--- config.mk ---
export PLATFORM = sky130hd
export DESIGN_NAME = lpss_device_flat
export DESIGN_NICKNAME = d
export VERILOG_FILES = /design/src/rtl/lpss_pkg.sv /design/src/rtl/lpss_if.sv /design/src/rtl/lpss_device.sv /design/src/flat_wrapper.sv
export VERILOG_INCLUDE_DIRS = /design/src /design/src/rtl
export SDC_FILE = /design/constraint.sdc
export NUM_CORES = 2
export LEC_CHECK = 0
export BUFFER_PORTS_ARGS = -buffer_cell sky130_fd_sc_hd__buf_2
export CAP_MARGIN = 25
export CELL_PAD_IN_SITES_DETAIL_PLACEMENT = 0
export CELL_PAD_IN_SITES_GLOBAL_PLACEMENT = 1
export CORE_AREA = 5 5 674 676
export DETAILED_ROUTE_END_ITERATION = 7
export DIE_AREA = 0 0 679 681
export PLACE_DENSITY_LB_ADDON = 0.1
export SETUP_SLACK_MARGIN = 0.5
export SYNTH_ARGS = -nofsm -noshare
export SYNTH_HDL_FRONTEND = slang
export SYNTH_SLANG_ARGS = --single-unit
--- constraint.sdc ---
create_clock -name pclk -period 10.75 [get_ports pclk]
set_input_delay 2.15 -clock pclk [delete_from_list [all_inputs] [get_ports pclk]]
set_output_delay 2.15 -clock pclk [all_outputs]
set_load 0.05 [all_outputs]
--- src/rtl/lpss_defines.svh ---
// Constants shared by both ends of the panel power-save link.
`ifndef LPSS_DEFINES_SVH
`define LPSS_DEFINES_SVH
`define LPSS_PCLK_NS 100
`define LPSS_MCLK_NS 100
`define LPSS_BCLK_HALF_LAST 3'h3
`define LPSS_BCLK_PER_CYC 4'h8
`define LPSS_HOLD_CYC (8 * 8 + 12 * ((`LPSS_MCLK_NS + `LPSS_PCLK_NS - 1) / `LPSS_PCLK_NS))
`define LPSS_FRAME_CYCLES 1000
`define LPSS_SEQ_FRAMES 7'h7F
`define LPSS_ICK_FRAMES 8'h80
`define LPSS_LINE_LAST 4'hF
`define LPSS_SAVE_REG 4'h3
`define LPSS_GPIO_REG 4'h5
`define LPSS_GPIO_EN_BIT 4
`define LPSS_SAVE_NORMAL 2'h3
`define LPSS_SAVE_SOFT 2'h0
`define LPSS_APB_CMD 32'h00000000
`define LPSS_APB_WDATA 32'h00000004
`define LPSS_APB_STATUS 32'h00000008
`define LPSS_APB_CFG 32'h0000000C
`define LPSS_CMD_WE_BIT 10
`define LPSS_STAT_LUTBLK_BIT 2
`endif

--- src/rtl/lpss_pkg.sv ---
// Types for the panel power-save sequencer and its host.
package lpss_pkg;
  typedef enum logic [1:0] {
    LPSS_SP_REG = 2'b00,
    LPSS_SP_MEM = 2'b01,
    LPSS_SP_LUT = 2'b10,
    LPSS_SP_RSV = 2'b11
  } lpss_space_e;
  typedef enum logic [1:0] {
    LPSS_SQ_OFF = 2'b00,
    LPSS_SQ_UP = 2'b01,
    LPSS_SQ_ON = 2'b10,
    LPSS_SQ_DN = 2'b11
  } lpss_seq_e;
  typedef enum logic [1:0] {
    LPSS_H_IDLE = 2'b00,
    LPSS_H_REQ = 2'b01,
    LPSS_H_REL = 2'b10
  } lpss_hst_e;
  typedef struct packed {
    logic bclk;
    logic req;
    logic we;
    lpss_space_e space;
    logic [7:0] addr;
    logic [7:0] wdata;
    logic hw_cfg;
    logic hw_pin;
    logic clk_run;
  } lpss_dlink_s;
  typedef struct packed {
    logic rdy;
    logic err;
    logic [7:0] rdata;
  } lpss_hlink_s;
  typedef struct packed {
    lpss_dlink_s s1;
    lpss_dlink_s s2;
    logic bclk_prev;
    logic rdy;
    logic err;
    logic [7:0] rdata;
    logic [15:0][7:0] regs;
    logic [15:0][7:0] palette_table;
    lpss_seq_e seq;
    logic [15:0] fdiv;
    logic [6:0] frames;
    logic pwr;
    logic shift;
    logic line;
    logic frame;
    logic valid;
    logic [11:0] pix;
    logic [3:0] pix_cnt;
    logic [7:0] raddr;
    logic [3:0] gpio_hold;
  } lpss_dev_s;
  typedef struct packed {
    lpss_hst_e st;
    lpss_hlink_s r1;
    lpss_hlink_s r2;
    logic pend;
    logic req;
    logic we;
    lpss_space_e space;
    logic [7:0] addr;
    logic [7:0] wdata;
    logic err;
    logic [7:0] rdata;
    logic lut_blk;
    logic lut_ok;
    logic sw_save;
    logic gate_en;
    logic hw_cfg;
    logic hw_pin;
    logic ick_allow;
    logic [2:0] div;
    logic bclk;
    logic stopped;
    logic [3:0] warm;
    logic [7:0] hold;
    logic [15:0] fcnt;
    logic [7:0] sframes;
    logic ick_run;
    logic pready;
    logic pslverr;
    logic [31:0] prdata;
  } lpss_host_s;
endpackage : lpss_pkg

--- src/rtl/lpss_if.sv ---
// Link between the host bus controller and the panel power-save device.
`timescale 1ns/1ps
interface lpss_if;
  logic bclk;
  logic req;
  logic we;
  logic [1:0] space;
  logic [7:0] addr;
  logic [7:0] wdata;
  logic rdy;
  logic err;
  logic [7:0] rdata;
  logic hw_save_cfg;
  logic hw_save_pin;
  logic input_clock_run;
  modport dev_mp (
    input bclk,
    input req,
    input we,
    input space,
    input addr,
    input wdata,
    input hw_save_cfg,
    input hw_save_pin,
    input input_clock_run,
    output rdy,
    output err,
    output rdata
  );
  modport host_mp (
    output bclk,
    output req,
    output we,
    output space,
    output addr,
    output wdata,
    output hw_save_cfg,
    output hw_save_pin,
    output input_clock_run,
    input rdy,
    input err,
    input rdata
  );
endinterface : lpss_if

--- src/rtl/lpss_device.sv ---
// Panel power-save sequencer with its register, memory and palette access gate.
`timescale 1ns/1ps
`include "lpss_defines.svh"
module lpss_device #(
  parameter int FRAME_CYCLES = `LPSS_FRAME_CYCLES
) (
  input wire logic pclk,
  input wire logic presetn,
  lpss_if.dev_mp link,
  output logic panel_power_enable,
  output logic [11:0] panel_pixel_bus,
  output logic panel_shift_clock,
  output logic panel_line_pulse,
  output logic panel_frame_pulse,
  output logic panel_data_valid
);
  localparam logic [15:0] FRAME_LAST = 16'(FRAME_CYCLES - 1);
  localparam logic [6:0] SEQ_LAST = `LPSS_SEQ_FRAMES - 7'h01;

  lpss_pkg::lpss_dev_s q;
  lpss_pkg::lpss_dev_s d;
  lpss_pkg::lpss_dlink_s link_in;
  logic [7:0] mem [0:255];
  logic [7:0] mem_rd;
  logic [7:0] mem_ref;
  logic mem_we;
  logic hw_save;
  logic normal;
  logic frame_tick;
  logic refuse;
  logic run;
  logic gpio_en;
  logic [1:0] save_bits;

  // The access fields are bundled behind req, so their skew through the synchroniser is harmless; bclk and the save and clock lines are not.
  assign link_in = {link.bclk, link.req, link.we, lpss_pkg::lpss_space_e'(link.space),
                    link.addr, link.wdata, link.hw_save_cfg, link.hw_save_pin,
                    link.input_clock_run};
  assign mem_rd = mem[q.s2.addr];
  assign mem_ref = mem[q.raddr];

  always_comb begin
    d = q;
    mem_we = 1'b0;
    refuse = 1'b0;
    d.s1 = link_in;
    d.s2 = q.s1;
    d.bclk_prev = q.s2.bclk;
    hw_save = q.s2.hw_cfg & q.s2.hw_pin;
    save_bits = q.regs[`LPSS_SAVE_REG][1:0];
    normal = !hw_save && (save_bits == `LPSS_SAVE_NORMAL);
    gpio_en = q.regs[`LPSS_GPIO_REG][`LPSS_GPIO_EN_BIT];
    frame_tick = (q.fdiv == FRAME_LAST);
    d.fdiv = frame_tick ? 16'h0000 : q.fdiv + 16'h0001;

    // Accesses are taken on a rising edge of the bus clock as seen through the synchroniser.
    if (q.s2.bclk && !q.bclk_prev) begin
      if (q.s2.req && !q.rdy) begin
        refuse = hw_save;
        if (q.s2.space == lpss_pkg::LPSS_SP_LUT && !normal) begin
          refuse = 1'b1;
        end
        if (q.s2.space == lpss_pkg::LPSS_SP_MEM && !q.s2.clk_run) begin
          refuse = 1'b1;
        end
        if (q.s2.space != lpss_pkg::LPSS_SP_MEM && q.s2.addr[7:4] != 4'h0) begin
          refuse = 1'b1;
        end
        if (q.s2.space == lpss_pkg::LPSS_SP_RSV) begin
          refuse = 1'b1;
        end
        d.rdy = 1'b1;
        d.err = refuse;
        d.rdata = 8'h00;
        if (!refuse) begin
          unique case (q.s2.space)
            lpss_pkg::LPSS_SP_REG: begin
              if (q.s2.we) begin
                d.regs[q.s2.addr[3:0]] = q.s2.wdata;
              end else begin
                d.rdata = q.regs[q.s2.addr[3:0]];
              end
            end
            lpss_pkg::LPSS_SP_MEM: begin
              if (q.s2.we) begin
                mem_we = 1'b1;
              end else begin
                d.rdata = mem_rd;
              end
            end
            lpss_pkg::LPSS_SP_LUT: begin
              if (q.s2.we) begin
                d.palette_table[q.s2.addr[3:0]] = q.s2.wdata;
              end else begin
                d.rdata = q.palette_table[q.s2.addr[3:0]];
              end
            end
            lpss_pkg::LPSS_SP_RSV: begin
              d.rdata = 8'h00;
            end
          endcase
        end
      end else if (!q.s2.req && q.rdy) begin
        d.rdy = 1'b0;
      end
    end

    // Power is only ever applied after the signals have run for the full delay.
    unique case (q.seq)
      lpss_pkg::LPSS_SQ_OFF: begin
        if (normal) begin
          d.seq = lpss_pkg::LPSS_SQ_UP;
          d.frames = 7'h00;
        end
      end
      lpss_pkg::LPSS_SQ_UP: begin
        if (!normal) begin
          d.seq = lpss_pkg::LPSS_SQ_OFF;
        end else if (frame_tick) begin
          d.frames = q.frames + 7'h01;
          if (q.frames == SEQ_LAST) begin
            d.seq = lpss_pkg::LPSS_SQ_ON;
          end
        end
      end
      lpss_pkg::LPSS_SQ_ON: begin
        if (!normal) begin
          d.seq = lpss_pkg::LPSS_SQ_DN;
          d.frames = 7'h00;
        end
      end
      lpss_pkg::LPSS_SQ_DN: begin
        if (frame_tick) begin
          d.frames = q.frames + 7'h01;
          if (q.frames == SEQ_LAST) begin
            d.seq = lpss_pkg::LPSS_SQ_OFF;
          end
        end
      end
    endcase
    d.pwr = (d.seq == lpss_pkg::LPSS_SQ_ON);

    // The display runs in every state but off, so the panel sees live signals around power.
    run = (d.seq != lpss_pkg::LPSS_SQ_OFF);
    if (run) begin
      d.shift = !q.shift;
      d.valid = 1'b1;
      d.frame = frame_tick;
      d.gpio_hold = q.regs[`LPSS_GPIO_REG][3:0];
      if (q.shift) begin
        d.pix_cnt = q.pix_cnt + 4'h1;
        d.raddr = q.raddr + 8'h01;
        d.line = (q.pix_cnt == `LPSS_LINE_LAST);
        d.pix = {mem_ref[3:0], mem_ref};
      end
    end else begin
      d.shift = 1'b0;
      d.valid = 1'b0;
      d.frame = 1'b0;
      d.line = 1'b0;
      d.pix = 12'h000;
      d.pix_cnt = 4'h0;
      d.raddr = 8'h00;
    end
    if (gpio_en) begin
      d.pix[11:8] = d.gpio_hold;
    end else if (!run) begin
      d.pix[11:8] = 4'h0;
    end
  end

  always_ff @(posedge pclk or negedge presetn) begin
    if (!presetn) begin
      q <= '0;
    end else begin
      q <= d;
    end
  end

  // Display memory has no reset; contents are undefined until written.
  always_ff @(posedge pclk) begin
    if (mem_we) begin
      mem[q.s2.addr] <= q.s2.wdata;
    end
  end

  assign link.rdy = q.rdy;
  assign link.err = q.err;
  assign link.rdata = q.rdata;
  assign panel_power_enable = q.pwr;
  assign panel_pixel_bus = q.pix;
  assign panel_shift_clock = q.shift;
  assign panel_line_pulse = q.line;
  assign panel_frame_pulse = q.frame;
  assign panel_data_valid = q.valid;
endmodule : lpss_device

--- src/flat_wrapper.sv ---
// flat-port wrapper written by rule: the top's interface ports become plain ports
module lpss_device_flat 
#(
  parameter int FRAME_CYCLES = `LPSS_FRAME_CYCLES
)
  (pclk, presetn, panel_power_enable, panel_pixel_bus, panel_shift_clock, panel_line_pulse, panel_frame_pulse, panel_data_valid, link_bclk, link_req, link_we, link_space, link_addr, link_wdata, link_hw_save_cfg, link_hw_save_pin, link_input_clock_run, link_rdy, link_err, link_rdata);
  lpss_if link_i ();
  input wire logic pclk;
  input wire logic presetn;
  output logic panel_power_enable;
  output logic [11:0] panel_pixel_bus;
  output logic panel_shift_clock;
  output logic panel_line_pulse;
  output logic panel_frame_pulse;
  output logic panel_data_valid;
  input wire logic [$bits(link_i.bclk)-1:0] link_bclk;
  input wire logic [$bits(link_i.req)-1:0] link_req;
  input wire logic [$bits(link_i.we)-1:0] link_we;
  input wire logic [$bits(link_i.space)-1:0] link_space;
  input wire logic [$bits(link_i.addr)-1:0] link_addr;
  input wire logic [$bits(link_i.wdata)-1:0] link_wdata;
  input wire logic [$bits(link_i.hw_save_cfg)-1:0] link_hw_save_cfg;
  input wire logic [$bits(link_i.hw_save_pin)-1:0] link_hw_save_pin;
  input wire logic [$bits(link_i.input_clock_run)-1:0] link_input_clock_run;
  output wire logic [$bits(link_i.rdy)-1:0] link_rdy;
  output wire logic [$bits(link_i.err)-1:0] link_err;
  output wire logic [$bits(link_i.rdata)-1:0] link_rdata;
  assign link_i.bclk = link_bclk;
  assign link_i.req = link_req;
  assign link_i.we = link_we;
  assign link_i.space = link_space;
  assign link_i.addr = link_addr;
  assign link_i.wdata = link_wdata;
  assign link_i.hw_save_cfg = link_hw_save_cfg;
  assign link_i.hw_save_pin = link_hw_save_pin;
  assign link_i.input_clock_run = link_input_clock_run;
  assign link_rdy = link_i.rdy;
  assign link_err = link_i.err;
  assign link_rdata = link_i.rdata;
  lpss_device #(.FRAME_CYCLES(FRAME_CYCLES)) u_core (.pclk(pclk), .presetn(presetn), .link(link_i), .panel_power_enable(panel_power_enable), .panel_pixel_bus(panel_pixel_bus), .panel_shift_clock(panel_shift_clock), .panel_line_pulse(panel_line_pulse), .panel_frame_pulse(panel_frame_pulse), .panel_data_valid(panel_data_valid));
endmodule
==> qor.yml <==
clock_latency_ns: 0.95
rsz0062_at_grt: "no"
cts.sinks: 2421
cts.repair.resized: 0
grt_pass1_vias: 67700
synth.distinct_cells: 76
postCtsSetupRepairBufs: 0
relSlewSlack: 0.134
cts_tree: "yes"
setup_viol: 0
fin_skew_ns: 0.0755
syn_avg_cell_area_um2: 18.3
clk_pin_slew_worst_paths_ns: 0.06
routed_wl_mm: 494
dp_cells: 11900
nets: 6266
synth-main-ff-cell: "edfxtp_1"
ir_drop_mv: 0.113
ys_seq_elements: 2421
first_pass_iters: 5
async_flop_share: 0.154
max_freq_ghz: 0.176
boundaryPins: 53
clkPwrFrac: 0.474
worst_pin_slew_ns: 1.30
endpoint_kind: "flip-flop"
final_cell_mix: "edfxtp_1 (2,048), mux4_2 (1,030), nor2_1 (360), dfrtp_1 (350), clkbuf_16 (307)"
netlist_instances: 6103
final_cells: 12500
fin_crit_ns: 5.70
timing.critical_path.fanout_max: 28
finalCritPeriodShare: 0.530
wl_per_cell_um: 39.7
die_y_um: 681
netSwitchingPower_mw: 5.10
swShare: 0.236
synthToLayoutAreaGrowth_pct: 16.1
ant_nets: 0
p_seq_frac: 0.476
track_usage: 0.209
routabilityCongestion: 0.838
vias_per_cell: 5.33
synth-warning-count: 0
overflow: 0
whs_ns: 0.345
p_leak_nw: 41.3
worstSetupPathType: "reg2reg"
core_area_um2: 448000
power_frac_comb: 0.049
portBuffers: 52
powerDensity_nw_per_um2: 167
first_iter_violations: 7712
cap_violations: 0
drive_above_1_share: 0.330
via_count: 66400
final_common_cell: "edfxtp_1"
cts-root-buf: "clkbuf_16"
synthesis.nets: 6135
drc: 0
worstHoldPathType: "reg2reg"
initial_core_util: 0.249
synth_edf_count: 2048
cts_max_level: 5
postCtsHoldBufs: 0
num_rows: 246
start_kind: "flip-flop"
hpwl_mm: 324
syn_area_um2: 112000
cp.required_ns: 11.30
slew_viol_final: 0
fillers: 44200
grt_antenna_before_repair: 46
grt_max_degree: 155
cp.arrival_ns: 6.25
cts_max_path_buffers: 4
hold_violations: 0
setup-tns-final_ns: 0
p_int_mw: 16.5
ys_seq_area_frac: 0.635
outcome: "finished clean"
die-area_um2: 462000
die_w_um: 679
cts_buffers: 300
grt_pass1_wl_mm: 657
synthesized netlist by cell type (26+ instances only):
library cell  count  area, um^2
nor2b_1          28         175
buf_2           105         526
clkbuf_1        279        1050
a221oi_1         95         832
mux2_2          269        3030
a22oi_1         231        1730
a31oi_1          30         188
nand4_1          26         163
o22ai_1          31         194
buf_1            46         173
dfrtp_1         373        9330
nand2_1         159         597
mux4_2         1030       23200
nor2_1          370        1390
edfxtp_1       2048       61500
nand3_1         106         531
mux2i_1         279        2790
a22o_1           52         455
nor3_1           41         205
buf_4            63         473
a21oi_1          90         450
o21ai_0          79         395
power by group through the flow:
stage               logic [mW]  clock network [mW]  registers, mW
floorplan                0.453                   0           10.5
global placement          1.08                   0           10.5
detailed placement        1.08                   0           10.5
CTS                       1.08                10.5           10.3
global route              1.10                10.9           10.3
finish                    1.07                10.2           10.3
final cells by class:
cell class	count	area, um^2	area share
Sequential cell	2421	70900	0.548
Multi-Input combinational cell	3164	38500	0.298
Clock buffer	395	8130	0.0628
Tap cell	5952	7450	0.0575
Timing Repair Buffer	330	2790	0.0216
Clock inverter	153	1540	0.0119
Inverter	17	76.3	0.000590
Antenna cell	22	55.1	0.000425
worst max-delay path, stage by stage (launching register included):
cell	delay [ns]
dfrtp_2	0.39
buf_4	0.28
or2_2	0.62
nor3_2	0.60
a32oi_1	0.26
nor3_2	0.36
nand2_1	0.28
nor2_2	0.15
buf_4	0.37
nand3_1	0.80
nor2_1	1.17
cells by family (layout without fill, tap and decap cells):
family	count (synthesis)	after routing	share of synthesized area
fa+ha+maj	6	6	0.000673
flops	2421	2421	0.635
simple gates	836	836	0.0340
buf+inv	518	895	0.0213
other cells	0	22	0
compound gates	719	719	0.0465
xor+xnor	23	23	0.00181
mux	1580	1580	0.261
path summary, 6_finish.rpt:
path | end | cells after the start | startpoint | slack [ns]
min in group asynchronous | u_core.q[325] | 1 | presetn | 1.24
setup reg to reg | u_core.mem[128][4] | 10 | u_core.q[340] | 5.05
setup / recovery | u_core.mem[128][4] | 10 | u_core.q[340] | 5.05
hold reg to reg | u_core.q[333] | 0 | u_core.d[333] | 0.35
max in group asynchronous | u_core.q[332] | 2 | presetn | 7.95
hold / removal | u_core.q[333] | 0 | u_core.d[333] | 0.35
per-layer routing:
metal / up-vias / global-route usage / share of wire
li1: 26000 / - / -
met5: - / 0 / 0.000032
met2: 2592 / 0.342 / 0.48
met1: 37300 / 0.288 / 0.43
met4: 2 / 0.0608 / 0.033
met3: 569 / 0.0310 / 0.057
through the flow:
stage | setup WS, ns | power, mW | instance area (um^2) | util
finish | 5.05 | 21.6 | 129000 | 0.289
floorplan | 6.71 | 11.0 | 112000 | -
CTS | 5.18 | 21.9 | 129000 | 0.289
global route | 5.03 | 22.2 | 129000 | 0.289
detailed placement | 5.23 | 11.5 | 120000 | 0.267
global placement | 4.82 | 11.5 | 119000 | 0.266
No activity file was read; power rests on OpenSTA's default activity.
